===== config.mk =====
export PLATFORM = sky130hd
export DESIGN_NAME = radio_mode_sequencer
export DESIGN_NICKNAME = d
export VERILOG_FILES = /design/src/include/mode_seq_pkg.sv /design/src/hdl/radio_mode_sequencer.sv
export SDC_FILE = /design/constraint.sdc
export NUM_CORES = 2
export LEC_CHECK = 0
export ABC_CLOCK_PERIOD_IN_PS = 5000
export BUFFER_PORTS_ARGS = -buffer_cell sky130_fd_sc_hd__buf_4
export CORE_UTILIZATION = 26
export DETAILED_ROUTE_END_ITERATION = 6
export GPL_ROUTABILITY_DRIVEN = 0
export SLEW_MARGIN = 30
export SYNTH_ARGS = -nofsm -noshare
export SYNTH_HDL_FRONTEND = slang
export SYNTH_SLANG_ARGS = --single-unit

===== constraint.sdc =====
create_clock -name CLOCK -period 5 [get_ports CLOCK]
set_input_delay 0 -clock CLOCK [delete_from_list [all_inputs] [get_ports CLOCK]]
set_output_delay 0 -clock CLOCK [all_outputs]
set_load 0.02 [all_outputs]

===== src/include/mode_seq_pkg.sv =====
package mode_seq_pkg;
    // Operating modes
    typedef enum logic [2:0] {
        ST_IDLE = 3'h0,
        ST_TX_INIT = 3'h1,
        ST_TX_DATA = 3'h2,
        ST_TX_CRC = 3'h3,
        ST_RX = 3'h4,
        ST_SLEEP = 3'h5,
        ST_CMD = 3'h6
    } mode_t;

    // Register addresses (address = register index * 4)
    localparam logic [7:0] ADDR_CTRL = 8'h00;
    localparam logic [7:0] ADDR_SLEEP = 8'h04;
    localparam logic [7:0] ADDR_INIT = 8'h08;
    localparam logic [7:0] ADDR_ADDR = 8'h0c;
    localparam logic [7:0] ADDR_STATUS = 8'h10;
    localparam logic [7:0] ADDR_COUNTS = 8'h14;

    // Field positions
    localparam int SM_LSB = 0;
    localparam int PW_BIT = 4;
    localparam int CMD_BIT = 0;
    localparam int CMD_EXIT_BIT = 1;

    // Reset values, CRC polynomial and packet length limit
    localparam logic [3:0] SM_RST = 4'h0;
    localparam logic [15:0] INIT_LEN_RST = 16'h0010;
    localparam logic [31:0] IDLE_TIME_RST = 32'h0000_1000;
    localparam logic [15:0] NET_ID_RST = 16'h3332;
    localparam logic [15:0] CRC_SEED = 16'hffff;
    localparam logic [15:0] CRC_POLY = 16'h1021;
    localparam logic [6:0] MAX_PACKET = 7'h40;

    // Cyclic sleep and listen timing
    localparam int CLOCK_MHZ = 250;
    localparam int LISTEN_MS = 100;
    localparam int LISTEN_CYCLES = LISTEN_MS * 1000 * CLOCK_MHZ;
    localparam int CYCLE_BASE_CYCLES = 4096;
endpackage : mode_seq_pkg


===== src/hdl/radio_mode_sequencer.sv =====
`timescale 1ns/100ps
module radio_mode_sequencer #(
    parameter int DEPTH = 64,
    parameter int LISTEN_CYCLES = mode_seq_pkg::LISTEN_CYCLES,
    parameter int CYCLE_BASE = mode_seq_pkg::CYCLE_BASE_CYCLES
) (
    input wire logic CLOCK,
    input wire logic RST_B,
    input wire logic [7:0] ADDR,
    input wire logic [31:0] WDATA,
    input wire logic WR,
    input wire logic RD,
    output logic [31:0] RDATA,
    input wire logic HOST_VALID,
    input wire logic [7:0] HOST_DATA,
    input wire logic CMD_SEQ,
    input wire logic SLEEP_PIN,
    input wire logic RF_DETECT,
    input wire logic RF_ERROR,
    input wire logic RF_VALID,
    input wire logic [7:0] RF_DATA,
    input wire logic RF_END,
    input wire logic [15:0] RF_NET_ID,
    input wire logic [7:0] RF_CHAN,
    input wire logic [7:0] RF_DEST,
    input wire logic TX_READY,
    output logic TX_VALID,
    output logic [7:0] TX_DATA,
    output logic TX_INIT,
    output logic TX_LAST,
    output logic OUT_VALID,
    output logic [7:0] OUT_DATA,
    output logic OUT_COMMIT,
    output logic OUT_DROP,
    output logic CTS_B,
    output logic PWR,
    output logic [2:0] MODE
);
    localparam int AW = $clog2(DEPTH);

    // Next CRC after one byte, used on the transmit path only
    function automatic logic [15:0] crc_step(input logic [15:0] c,
                                             input logic [7:0] d);
        logic [15:0] r;
        r = c;
        for (int i = 7; i >= 0; i--) begin
            if (r[15] ^ d[i]) begin
                r = {r[14:0], 1'b0} ^ mode_seq_pkg::CRC_POLY;
            end else begin
                r = {r[14:0], 1'b0};
            end
        end
        return r;
    endfunction : crc_step

    mode_seq_pkg::mode_t state_reg, state_next;
    logic [3:0] sm_reg;
    logic pw_reg;
    logic [15:0] init_len_reg;
    logic [31:0] idle_time_reg;
    logic [15:0] net_id_reg;
    logic [7:0] chan_reg;
    logic [7:0] my_addr_reg;
    logic [7:0] dest_reg;
    logic [7:0] fifo_mem [DEPTH];
    logic [AW:0] wptr_reg, rptr_reg;
    logic [31:0] cnt_reg;
    logic [31:0] idle_cnt_reg;
    logic [31:0] listen_cnt_reg;
    logic [6:0] pkt_cnt_reg;
    logic [15:0] crc_reg;
    logic crc_hi_reg;
    logic listening_reg;
    logic first_tx_done_reg;
    logic [15:0] rx_good_reg, rx_drop_reg;
    logic rx_hdr_ok_reg;

    // Two-stage synchronisers for pin inputs
    logic sleep_s1, sleep_s2, detect_s1, detect_s2;
    always_ff @(posedge CLOCK) begin
        sleep_s1 <= SLEEP_PIN;
        sleep_s2 <= sleep_s1;
        detect_s1 <= RF_DETECT;
        detect_s2 <= detect_s1;
    end

    // Buffer status and decodes
    wire fifo_empty = (wptr_reg == rptr_reg);
    wire fifo_full = (wptr_reg[AW] != rptr_reg[AW]) &&
                     (wptr_reg[AW-1:0] == rptr_reg[AW-1:0]);
    wire push = HOST_VALID && !fifo_full && !CTS_B;
    wire tx_fire = TX_VALID && TX_READY;
    wire pin_mode = (sm_reg == 4'h1);
    wire cyc_mode = (sm_reg >= 4'h3) && (sm_reg <= 4'h8);
    wire pin_sleep_req = pin_mode && sleep_s2;
    wire idle_expired = (idle_cnt_reg >= idle_time_reg);
    wire listen_done = (listen_cnt_reg >= 32'(LISTEN_CYCLES));
    wire [31:0] cyc_len = 32'(CYCLE_BASE) << (sm_reg - 4'h3);
    wire hdr_ok = (RF_NET_ID == net_id_reg) && (RF_CHAN == chan_reg) &&
                  (RF_DEST == my_addr_reg);
    wire [7:0] fifo_head = fifo_mem[rptr_reg[AW-1:0]];
    // Registered beats must show the head and CRC after this edge
    wire data_fire = state_reg == mode_seq_pkg::ST_TX_DATA && tx_fire;
    wire [7:0] head_next = fifo_mem[AW'(rptr_reg + data_fire)];
    wire [15:0] crc_next = data_fire ? crc_step(crc_reg, fifo_head)
                                     : crc_reg;
    wire hi_next = crc_hi_reg ^
                   (state_reg == mode_seq_pkg::ST_TX_CRC && tx_fire);
    wire pkt_end = (pkt_cnt_reg == mode_seq_pkg::MAX_PACKET - 7'h1) ||
                   (rptr_reg + 1'b1 == wptr_reg);
    wire do_wr_ctrl = WR && ADDR == mode_seq_pkg::ADDR_CTRL;
    wire cmd_exit = do_wr_ctrl && WDATA[mode_seq_pkg::CMD_EXIT_BIT];

    // Mode transitions
    always_comb begin
        state_next = state_reg;
        case (state_reg)
            mode_seq_pkg::ST_IDLE: begin
                if (CMD_SEQ) begin
                    state_next = mode_seq_pkg::ST_CMD;
                end else if (detect_s2) begin
                    state_next = mode_seq_pkg::ST_RX;
                end else if (!fifo_empty && !listening_reg) begin
                    state_next = mode_seq_pkg::ST_TX_INIT;
                end else if (pin_sleep_req) begin
                    state_next = mode_seq_pkg::ST_SLEEP;
                end else if (cyc_mode && ((idle_expired && !listening_reg) ||
                             (listening_reg && listen_done))) begin
                    state_next = mode_seq_pkg::ST_SLEEP;
                end
            end
            mode_seq_pkg::ST_TX_INIT: begin
                if (tx_fire && cnt_reg == 32'(init_len_reg) - 32'h1) begin
                    state_next = mode_seq_pkg::ST_TX_DATA;
                end
            end
            mode_seq_pkg::ST_TX_DATA: begin
                if (tx_fire && pkt_end) begin
                    state_next = mode_seq_pkg::ST_TX_CRC;
                end
            end
            mode_seq_pkg::ST_TX_CRC: begin
                if (tx_fire && crc_hi_reg) begin
                    // Further data continues without initializer
                    state_next = fifo_empty ? mode_seq_pkg::ST_IDLE
                                            : mode_seq_pkg::ST_TX_DATA;
                end
            end
            mode_seq_pkg::ST_RX: begin
                if (!detect_s2 || RF_ERROR) begin
                    state_next = mode_seq_pkg::ST_IDLE;
                end
            end
            mode_seq_pkg::ST_SLEEP: begin
                // Always exits via idle
                if (pin_mode && !sleep_s2) begin
                    state_next = mode_seq_pkg::ST_IDLE;
                end else if (cyc_mode && (cnt_reg >= cyc_len ||
                             (pw_reg && !sleep_s2))) begin
                    state_next = mode_seq_pkg::ST_IDLE;
                end else if (!pin_mode && !cyc_mode) begin
                    state_next = mode_seq_pkg::ST_IDLE;
                end
            end
            mode_seq_pkg::ST_CMD: begin
                if (cmd_exit) begin
                    state_next = mode_seq_pkg::ST_IDLE;
                end
            end
            default: state_next = mode_seq_pkg::ST_IDLE;
        endcase
    end

    always_ff @(posedge CLOCK) begin
        if (!RST_B) begin
            state_reg <= mode_seq_pkg::ST_IDLE;
        end else begin
            state_reg <= state_next;
        end
    end

    // Input buffer write side
    always_ff @(posedge CLOCK) begin
        if (push) begin
            fifo_mem[wptr_reg[AW-1:0]] <= HOST_DATA;
        end
    end

    // Pointers; read advances as data bytes leave
    always_ff @(posedge CLOCK) begin
        if (!RST_B) begin
            wptr_reg <= '0;
            rptr_reg <= '0;
        end else begin
            if (push) begin
                wptr_reg <= wptr_reg + 1'b1;
            end
            if (data_fire) begin
                rptr_reg <= rptr_reg + 1'b1;
            end
        end
    end

    // General counter: initializer bytes or sleep interval
    always_ff @(posedge CLOCK) begin
        if (!RST_B || state_next != state_reg) begin
            cnt_reg <= '0;
        end else if (state_reg == mode_seq_pkg::ST_SLEEP ||
                     (state_reg == mode_seq_pkg::ST_TX_INIT && tx_fire)) begin
            cnt_reg <= cnt_reg + 32'h1;
        end
    end

    // Inactivity timer restarts whenever the mode is not idle, and holds once expired
    always_ff @(posedge CLOCK) begin
        if (!RST_B || state_reg != mode_seq_pkg::ST_IDLE) begin
            idle_cnt_reg <= '0;
        end else if (!idle_expired) begin
            idle_cnt_reg <= idle_cnt_reg + 32'h1;
        end
    end

    // Listen window after a cyclic wake
    always_ff @(posedge CLOCK) begin
        if (!RST_B) begin
            listening_reg <= 1'b0;
            listen_cnt_reg <= '0;
        end else if (state_reg == mode_seq_pkg::ST_SLEEP &&
                     state_next == mode_seq_pkg::ST_IDLE) begin
            // Pin wake is a full wake, not a listen slot
            listening_reg <= cyc_mode && !(pw_reg && !sleep_s2);
            listen_cnt_reg <= '0;
        end else if (state_reg != mode_seq_pkg::ST_IDLE) begin
            listening_reg <= 1'b0;
        end else if (listening_reg && !listen_done) begin
            listen_cnt_reg <= listen_cnt_reg + 32'h1;
        end
    end

    // Packet byte count, CRC and first-transmission marker
    always_ff @(posedge CLOCK) begin
        if (!RST_B) begin
            pkt_cnt_reg <= '0;
            crc_reg <= mode_seq_pkg::CRC_SEED;
            crc_hi_reg <= 1'b0;
            first_tx_done_reg <= 1'b0;
        end else if (state_reg == mode_seq_pkg::ST_TX_INIT) begin
            pkt_cnt_reg <= '0;
            crc_reg <= mode_seq_pkg::CRC_SEED;
            crc_hi_reg <= 1'b0;
            first_tx_done_reg <= 1'b1;
        end else if (data_fire) begin
            pkt_cnt_reg <= pkt_cnt_reg + 7'h1;
            crc_reg <= crc_next;
        end else if (state_reg == mode_seq_pkg::ST_TX_CRC && tx_fire) begin
            crc_hi_reg <= !crc_hi_reg;
            if (crc_hi_reg) begin
                pkt_cnt_reg <= '0;
                crc_reg <= mode_seq_pkg::CRC_SEED;
            end
        end
    end

    // Byte stream to the modem, registered
    always_ff @(posedge CLOCK) begin
        if (!RST_B) begin
            TX_VALID <= 1'b0;
            TX_DATA <= '0;
            TX_INIT <= 1'b0;
            TX_LAST <= 1'b0;
        end else begin
            TX_VALID <= state_next == mode_seq_pkg::ST_TX_INIT ||
                        state_next == mode_seq_pkg::ST_TX_DATA ||
                        state_next == mode_seq_pkg::ST_TX_CRC;
            TX_INIT <= state_next == mode_seq_pkg::ST_TX_INIT;
            TX_LAST <= state_next == mode_seq_pkg::ST_TX_CRC && hi_next;
            case (state_next)
                // Initializer carries hopping channel
                mode_seq_pkg::ST_TX_INIT: TX_DATA <= chan_reg;
                mode_seq_pkg::ST_TX_DATA: TX_DATA <= head_next;
                mode_seq_pkg::ST_TX_CRC: TX_DATA <= hi_next ?
                    crc_next[15:8] : crc_next[7:0];
                default: TX_DATA <= '0;
            endcase
        end
    end

    // Receive path: filter, check RF_ERROR, forward to output buffer
    always_ff @(posedge CLOCK) begin
        if (!RST_B || state_reg != mode_seq_pkg::ST_RX) begin
            OUT_VALID <= 1'b0;
            OUT_DATA <= '0;
            OUT_COMMIT <= 1'b0;
            OUT_DROP <= 1'b0;
            rx_hdr_ok_reg <= 1'b1;
            if (!RST_B) begin
                rx_good_reg <= '0;
                rx_drop_reg <= '0;
            end
        end else begin
            OUT_VALID <= RF_VALID && hdr_ok;
            OUT_DATA <= RF_DATA;
            OUT_COMMIT <= 1'b0;
            OUT_DROP <= 1'b0;
            if (RF_VALID && !hdr_ok) begin
                rx_hdr_ok_reg <= 1'b0;
            end
            if (RF_END) begin
                if (rx_hdr_ok_reg && hdr_ok && !RF_ERROR) begin
                    OUT_COMMIT <= 1'b1;
                    rx_good_reg <= rx_good_reg + 16'h1;
                end else begin
                    OUT_DROP <= 1'b1;
                    rx_drop_reg <= rx_drop_reg + 16'h1;
                end
                rx_hdr_ok_reg <= 1'b1;
            end
        end
    end

    // Pin outputs: CTS off and power low while asleep
    always_ff @(posedge CLOCK) begin
        if (!RST_B) begin
            CTS_B <= 1'b1;
            PWR <= 1'b0;
            MODE <= 3'h0;
        end else begin
            // One slot early, since the host sees CTS_B a cycle late
            CTS_B <= state_next == mode_seq_pkg::ST_SLEEP ||
                     (wptr_reg - rptr_reg) >= (AW+1)'(DEPTH - 1);
            PWR <= state_next != mode_seq_pkg::ST_SLEEP;
            MODE <= state_next;
        end
    end

    // Configuration registers
    always_ff @(posedge CLOCK) begin
        if (!RST_B) begin
            sm_reg <= mode_seq_pkg::SM_RST;
            pw_reg <= 1'b0;
            init_len_reg <= mode_seq_pkg::INIT_LEN_RST;
            idle_time_reg <= mode_seq_pkg::IDLE_TIME_RST;
            net_id_reg <= mode_seq_pkg::NET_ID_RST;
            chan_reg <= '0;
            my_addr_reg <= '0;
            dest_reg <= '0;
        end else if (WR) begin
            case (ADDR)
                mode_seq_pkg::ADDR_SLEEP: begin
                    sm_reg <= WDATA[3:0];
                    pw_reg <= WDATA[mode_seq_pkg::PW_BIT];
                end
                mode_seq_pkg::ADDR_INIT: begin
                    init_len_reg <= WDATA[15:0];
                    net_id_reg <= WDATA[31:16];
                end
                mode_seq_pkg::ADDR_ADDR: begin
                    chan_reg <= WDATA[7:0];
                    my_addr_reg <= WDATA[15:8];
                    dest_reg <= WDATA[23:16];
                end
                mode_seq_pkg::ADDR_COUNTS: idle_time_reg <= WDATA;
                default: ;
            endcase
        end
    end

    // Read mux, data valid one cycle after the strobe
    wire [31:0] rd_mux =
        ADDR == mode_seq_pkg::ADDR_SLEEP ? {27'h0, pw_reg, sm_reg} :
        ADDR == mode_seq_pkg::ADDR_INIT ? {net_id_reg, init_len_reg} :
        ADDR == mode_seq_pkg::ADDR_ADDR ?
            {8'h0, dest_reg, my_addr_reg, chan_reg} :
        ADDR == mode_seq_pkg::ADDR_COUNTS ? idle_time_reg :
        ADDR == mode_seq_pkg::ADDR_STATUS ?
            {fifo_empty, fifo_full, first_tx_done_reg, listening_reg,
             1'b0, 3'(state_reg), 8'h0, 8'(wptr_reg - rptr_reg), 8'h0} :
        ADDR == mode_seq_pkg::ADDR_CTRL ? {rx_drop_reg, rx_good_reg} :
        32'h0;
    always_ff @(posedge CLOCK) begin
        if (!RST_B) begin
            RDATA <= '0;
        end else begin
            RDATA <= RD ? rd_mux : 32'h0;
        end
    end
endmodule : radio_mode_sequencer


Word-level counts from Yosys, hierarchy flattened
Memories as Yosys holds them, arrays and structs flattened. A register that Yosys moved wholly into a read port is not among the register bits.
Index checks and enable logic that the tools add are counted.
Storage, ports and cells
  memories kept: 1
  word-level logic and storage cells: 245
  input port bits: 100
  bits in writable memories: 512
  register bits after elaboration: 325
Cells by class
  muxes and demuxes: 53
  reductions and logical operators: 81
  order comparisons: 6
  bitwise operators: 22
  add/subtract/negate cells: 13
  shift-type cells: 1
  equality and inequality tests: 30
Memories
  fifo_mem: words 64, width 8, read ports 2, clocked after Yosys merged registers in 1, wr ports 1, line radio_mode_sequencer.sv:65  | logic [7:0] fifo_mem [DEPTH];
Operators by type and width (count)
  $mux 16: 11
  $mux 32: 5
  $mux 13: 8
  $add 32x1->32 const B: 3
  $ge 32x32->1: 2
  $mux 3: 13
  $add 16x1->16 const B: 2
  $eq 32x32->1: 1
  $ge 32x25->1 const B: 1
  $logic_and 1x1->1: 32
  $shl 13x4->32 const A: 1
  $not 3->3: 8
  $pmux 8 s3: 1
  $add 7x1->7 const B: 3
  $mux 7: 3
  $pmux 3 s7: 1
  $sub 16x1->17 const B: 1
  $eq 16x16->1: 1
  $eq 8x4->1 const B: 2
  $eq 8x5->1 const B: 2
  $eq 8x8->1: 2
  $reduce_and 2->1: 8
  $eq 7x7->1: 2
  $logic_not 1->1: 14
  other kinds (33): 79

Depth between registers and ports, before layout
  depth in word-level cells: 19
  gate-level depth with buffers: 16
  depth with buffers taken out: 14

Worst setup path after synthesis
No wires, ideal clock.
  path type: register to register
  start: register MODE[2] (netlist name)
  end: register TX_DATA[2]
  data required time: 4.878 ns
  period minus slack after synthesis: 4.698 ns
  data arrival time: 4.576 ns
  setup time: 0.122 ns
  cell stages (with the launch flop): 17
  setup slack: 0.302 ns
  cells stage by stage: dfxtp_1 clkbuf_1 nor2_1 nand3_1 inv_1 clkbuf_1 ha_1 clkbuf_1 buf_2 buf_1 buf_1 mux4_2 mux4_2 a211oi_1 a21oi_1 a22oi_1 o2bb2ai_1
RTL lines
  to (signal assigned): line radio_mode_sequencer.sv:279  | mode_seq_pkg::ST_TX_INIT: TX_DATA <= chan_reg;
  to (signal assigned): line radio_mode_sequencer.sv:280  | mode_seq_pkg::ST_TX_DATA: TX_DATA <= head_next;
  to (signal assigned): line radio_mode_sequencer.sv:281  | mode_seq_pkg::ST_TX_CRC: TX_DATA <= hi_next ?
  to (decl): line radio_mode_sequencer.sv:28  | output logic [7:0] TX_DATA,

Worst setup path after layout
  start: register sm_reg[3]
  end: register cnt_reg[24]
Between the ends
  longest elaborated chain between the ends: 11
  elaborated cells on any way between the ends: 26
  those cells by class: 1 x add/sub; 3 x order compare; 2 x eq/ne; 1 x shift; 9 x mux; 10 x reduce/logical
RTL lines
  from (decl): line radio_mode_sequencer.sv:57  | logic [3:0] sm_reg;
  from (signal assigned): line radio_mode_sequencer.sv:339  | sm_reg <= mode_seq_pkg::SM_RST;
  from (signal assigned): line radio_mode_sequencer.sv:350  | sm_reg <= WDATA[3:0];
  parallel branches: the longest is 8 deep, another holds $ge 32x32->1
  $pmux 3 s7 (*): line radio_mode_sequencer.sv:117  | case (state_reg)
  $ne 3x3->1 (*): line radio_mode_sequencer.sv:206  | if (!RST_B || state_next != state_reg) begin
  $logic_or 1x1->1 (*): line radio_mode_sequencer.sv:206
  to (signal assigned): line radio_mode_sequencer.sv:210  | cnt_reg <= cnt_reg + 32'h1;
  to (decl): line radio_mode_sequencer.sv:67  | logic [31:0] cnt_reg;
Every way passes the cells marked *.
A chain may end at the register's enable or synchronous reset.

==> impl_metrics.csv <==
group,metric,value,unit
synthesis,post_synthesis_net_count,3363,
cts,clk_pin_slew_worst_paths,0.06,ns
sta,final_period_minus_worst_setup_slack,4.39,ns
sta,fin_worst_skew,0.0358,ns
pwr,net-switching-power,0.00364,W
die,dieWidth,399,um
routing,vias_per_cell,5.11,
critical_path,timing.critical_path.buf_inv,2,
routing,wirelength_met1,53000,um
global_routing,grt_start_max_net_pins,79,
placed_design,detailed_place_hpwl,89200,um
sta,timing.final.crit_share,0.877,
routing,post-route-drc-count,0,
hold_path,hp-class,"in -> reg",
routing,avgRoutedWirePerCell,22.7,um
pwr,p_clk_frac,0.448,
synthesis,synth_sequential_area_ratio,0.544,
run,cap_viol_max_count,0,
global_routing,first_global_vias,27800,
synthesis,async_reset_ff_frac,0,
hold_path,worstHoldEndpoint,"OUT_DATA[0]",
hold_path,hold_depth,3,
die,floorplan.core_area,157000,um2
layout,post_route_cells_drive_above_1_share,0.224,
synthesis,ys_ff_latch,843,
synthesis,synth_top_flop_cell,"sky130_fd_sc_hd__edfxtp_1",
critical_path,endpoint_kind,"flip-flop",
routing,routed_wl,127000,um
sta,slew_viol_final,0,
pwr,combinationalPowerShare,0.066,
routing,drt-initial-drc-count,3271,
critical_path,crit_fanout,19,
critical_path,crit-reg2reg-capture,"cnt_reg[24]",
sta,grt_setup_unrepaired,"false",
pwr,final_power,0.0155,W
routing,met2WireLength,58200,um
sta,final-setup-viol-count,0,
global_routing,gr-total-overflow,0,
pwr,seq_power_share,0.486,
cts,cts.htree.levels,3,
synthesis,yosys_warnings,0,
cts,numClockSinks,843,
cts,numCtsBuffers,90,
die,die_area,159000,um2
layout,area_added_between_synthesis_and_finish,19.5,%
global_routing,grt_use_total,0.157,
cts,max-clock-path-buffers,3,
routing,met3WireLength,11500,um
pwr,cellLeakagePower,16.1,nW
cts,tritoncts,"done",
synthesis,synth.distinct_cells,83,
pwr,power_report.internal_total,0.0118,W
critical_path,worst_reg2reg_path_depth,15,
die,initial_util,0.262,
critical_path,cp_top_family,"compound AO/OA/AOI/OAI gates",
pwr,swShare,0.235,
synthesis,synth-edff-count,544,
critical_path,critPathMaxStageDelay,0.57,ns
synthesis,synthesis.instances,3194,
routing,ant_nets,0,
cts,insertion_delay,0.72,ns
critical_path,cp.arrival,5.02,ns
synthesis,synth-simple-area-share,0.114,
cts,post-cts-setup-buffers,0,
critical_path,timing.critical_path.cells,"nor2b_1 -> nand2_1 -> ha_1 -> a21oi_1 -> nor2b_1 -> a2111oi_0 -> o21ai_0 -> a221o_1 -> a2111oi_1 -> buf_4 -> nor2_1 -> nand2_1 -> nand4_2 -> buf_4 -> nor2_1",
routing,via_count,28600,
pwr,ir_drop,0.000276,V
synthesis,muxShareOfSynthArea,0.175,
critical_path,critPathKind,"reg -> reg",
synthesis,post_synth_fa_ha_maj_area_fraction,0.0212,
layout,largest_reg_flops,512,
synthesis,post_synthesis_compound_gate_area_fraction,0.0716,
routing,detail_route.first_pass.iterations,7,
synthesis,main_combinational_cell_family_by_area_after_synthesis,"multiplexers",
die,die_height,399,um
die,num_io_pins,159,
sta,slew_headroom,0.345,
sta,tightest_slew,0.982,ns
critical_path,r2r_setup_slack,0.61,ns
routing,top_layer_used,"met4",
critical_path,crit_path_top_delay_cell,"sky130_fd_sc_hd__a2111oi_1",
status,run_status,"finished clean",
placed_design,placement.io_buffers,158,
critical_path,setup.worst_path.start_class,"flip-flop",
global_routing,global_route_wire_length_before_repair,187000,um
hold_path,worstHoldStart,"RF_DATA[0]",
cts,cts_root_buf,"sky130_fd_sc_hd__clkbuf_16",
layout,design.final.nets,3642,
die,std_cell_rows,145,
sta,final_hold_viol_count,0,
synthesis,synth.cell_area,41100,um2
pwr,cellPowerDensity,315,nW/um2
synthesis,postSynthAreaPerCell,12.9,um2
critical_path,worstReg2RegStart,"sm_reg[3]",
global_routing,antenna_found_initial,3,
synthesis,synth-xor-area-share,0.0464,
critical_path,worst-endpoint-required,5.63,ns
sta,tns,0,ns
sta,max_freq,228,MHz
[worst max path at each step]
| stage | slack, ns | start | end | depth (start not counted) |
|---|---|---|---|---|
| 2_1_floorplan | 0.30 | MODE[2] | TX_DATA[2] | 16 |
| 3_3_place_gp | 0.38 | flip-flop | TX_DATA[5] | 9 |
| 3_5_place_dp | 0.70 | sm_reg[3] | cnt_reg[28] | 15 |
| 4_1_cts | 0.67 | sm_reg[3] | cnt_reg[28] | 15 |
| 5_1_grt | 0.31 | sm_reg[3] | cnt_reg[24] | 15 |
| 6_report | 0.61 | sm_reg[3] | cnt_reg[24] | 15 |
[layer usage]
layer	GRT usage	up-vias
met3	0.0364	226
met5	0	-
met1	0.213	14400
met2	0.244	1311
met4	0.0543	0
li1	-	12700
[power by group through the flow]
stage / sequential (W) / clock (W) / combinational, W
finish: 0.00751 / 0.00693 / 0.00102
global route: 0.00751 / 0.00731 / 0.00108
CTS: 0.00751 / 0.00705 / 0.00102
detailed placement: 0.00766 / 0 / 0.000973
global placement: 0.00766 / 0 / 0.000959
floorplan: 0.00764 / 0 / 0.000567
[final cells by class]
class	instances	area [um2]
diodes	1	2.50
fillers	15500	107000
inverters	81	304
well taps	2058	2570
clock inverters	55	583
clock buffers	112	2470
repair buffers	378	3130
multi-input cells	2079	17700
flip-flops and latches	843	22300
[cell usage after synthesis (28+ instances only)]
cell type,n,area share
sky130_fd_sc_hd__a21boi_0,89,0.016
sky130_fd_sc_hd__a21oi_1,87,0.011
sky130_fd_sc_hd__and2_1,34,0.0052
sky130_fd_sc_hd__and3_1,33,0.0050
sky130_fd_sc_hd__clkbuf_1,128,0.012
sky130_fd_sc_hd__dfxtp_1,299,0.15
sky130_fd_sc_hd__edfxtp_1,544,0.40
sky130_fd_sc_hd__ha_1,68,0.021
sky130_fd_sc_hd__inv_1,80,0.0073
sky130_fd_sc_hd__mux2_2,31,0.0085
sky130_fd_sc_hd__mux2i_1,65,0.016
sky130_fd_sc_hd__mux4_2,275,0.15
sky130_fd_sc_hd__nand2_1,349,0.032
sky130_fd_sc_hd__nand3_1,83,0.010
sky130_fd_sc_hd__nand4_1,47,0.0072
sky130_fd_sc_hd__nor2_1,287,0.026
sky130_fd_sc_hd__nor2b_1,35,0.0053
sky130_fd_sc_hd__nor3_1,28,0.0034
sky130_fd_sc_hd__o21ai_0,53,0.0065
sky130_fd_sc_hd__xnor2_1,107,0.023
sky130_fd_sc_hd__xor2_1,103,0.022
[placed cells by master (no fill, tap or decap), drive strengths merged, types with 12 or more instances in the layout]
cell type / n
nor4: 18
mux2: 31
and4: 16
a21boi: 89
inv: 89
and2: 34
nor2: 288
nand2: 349
xnor2: 107
nand2b: 12
or3: 14
nand3: 83
edfxtp: 544
a22oi: 24
a211oi: 23
nor3: 28
a21oi: 87
clkbuf: 112
mux2i: 65
clkinv: 37
o21ai: 54
buf: 310
xor2: 103
a222oi: 18
nor2b: 35
ha: 68
dlygate4sd3: 68
and3: 34
o22ai: 22
nand4: 48
a221oi: 16
dfxtp: 299
mux4: 275
[tightest hold or removal path: stages]
cell and delay, ns:
sky130_fd_sc_hd__dlygate4sd3_1 0.52, sky130_fd_sc_hd__buf_4 0.10, sky130_fd_sc_hd__and2_1 0.10
[what timing repair did]
action	4_1_cts	5_1_grt
resized for setup	0	0
hold endpoints to repair	686	0
hold buffers	68	0
[cells by family after synthesis]
group,after synthesis
simple gates,1004
buf+inv,272
mux,371
compound gates,422
xor+xnor,213
flops,843
fa+ha+maj,69
[per-stage QoR]
stage	setup slack, ns	utilization	cell area, um2	hold slack [ns]	cells
after global routing	0.307	0.313	49100	0.0251	5606
final	0.614	0.313	49100	0.0617	5607
after floorplan	0.302	-	41100	0.0277	3194
after CTS	0.669	0.313	49100	0.00904	5606
after global placement	0.379	0.289	45300	0.110	5371
after detailed placement	0.700	0.290	45300	0.112	5371
No activity file was read; power rests on OpenSTA's default activity.
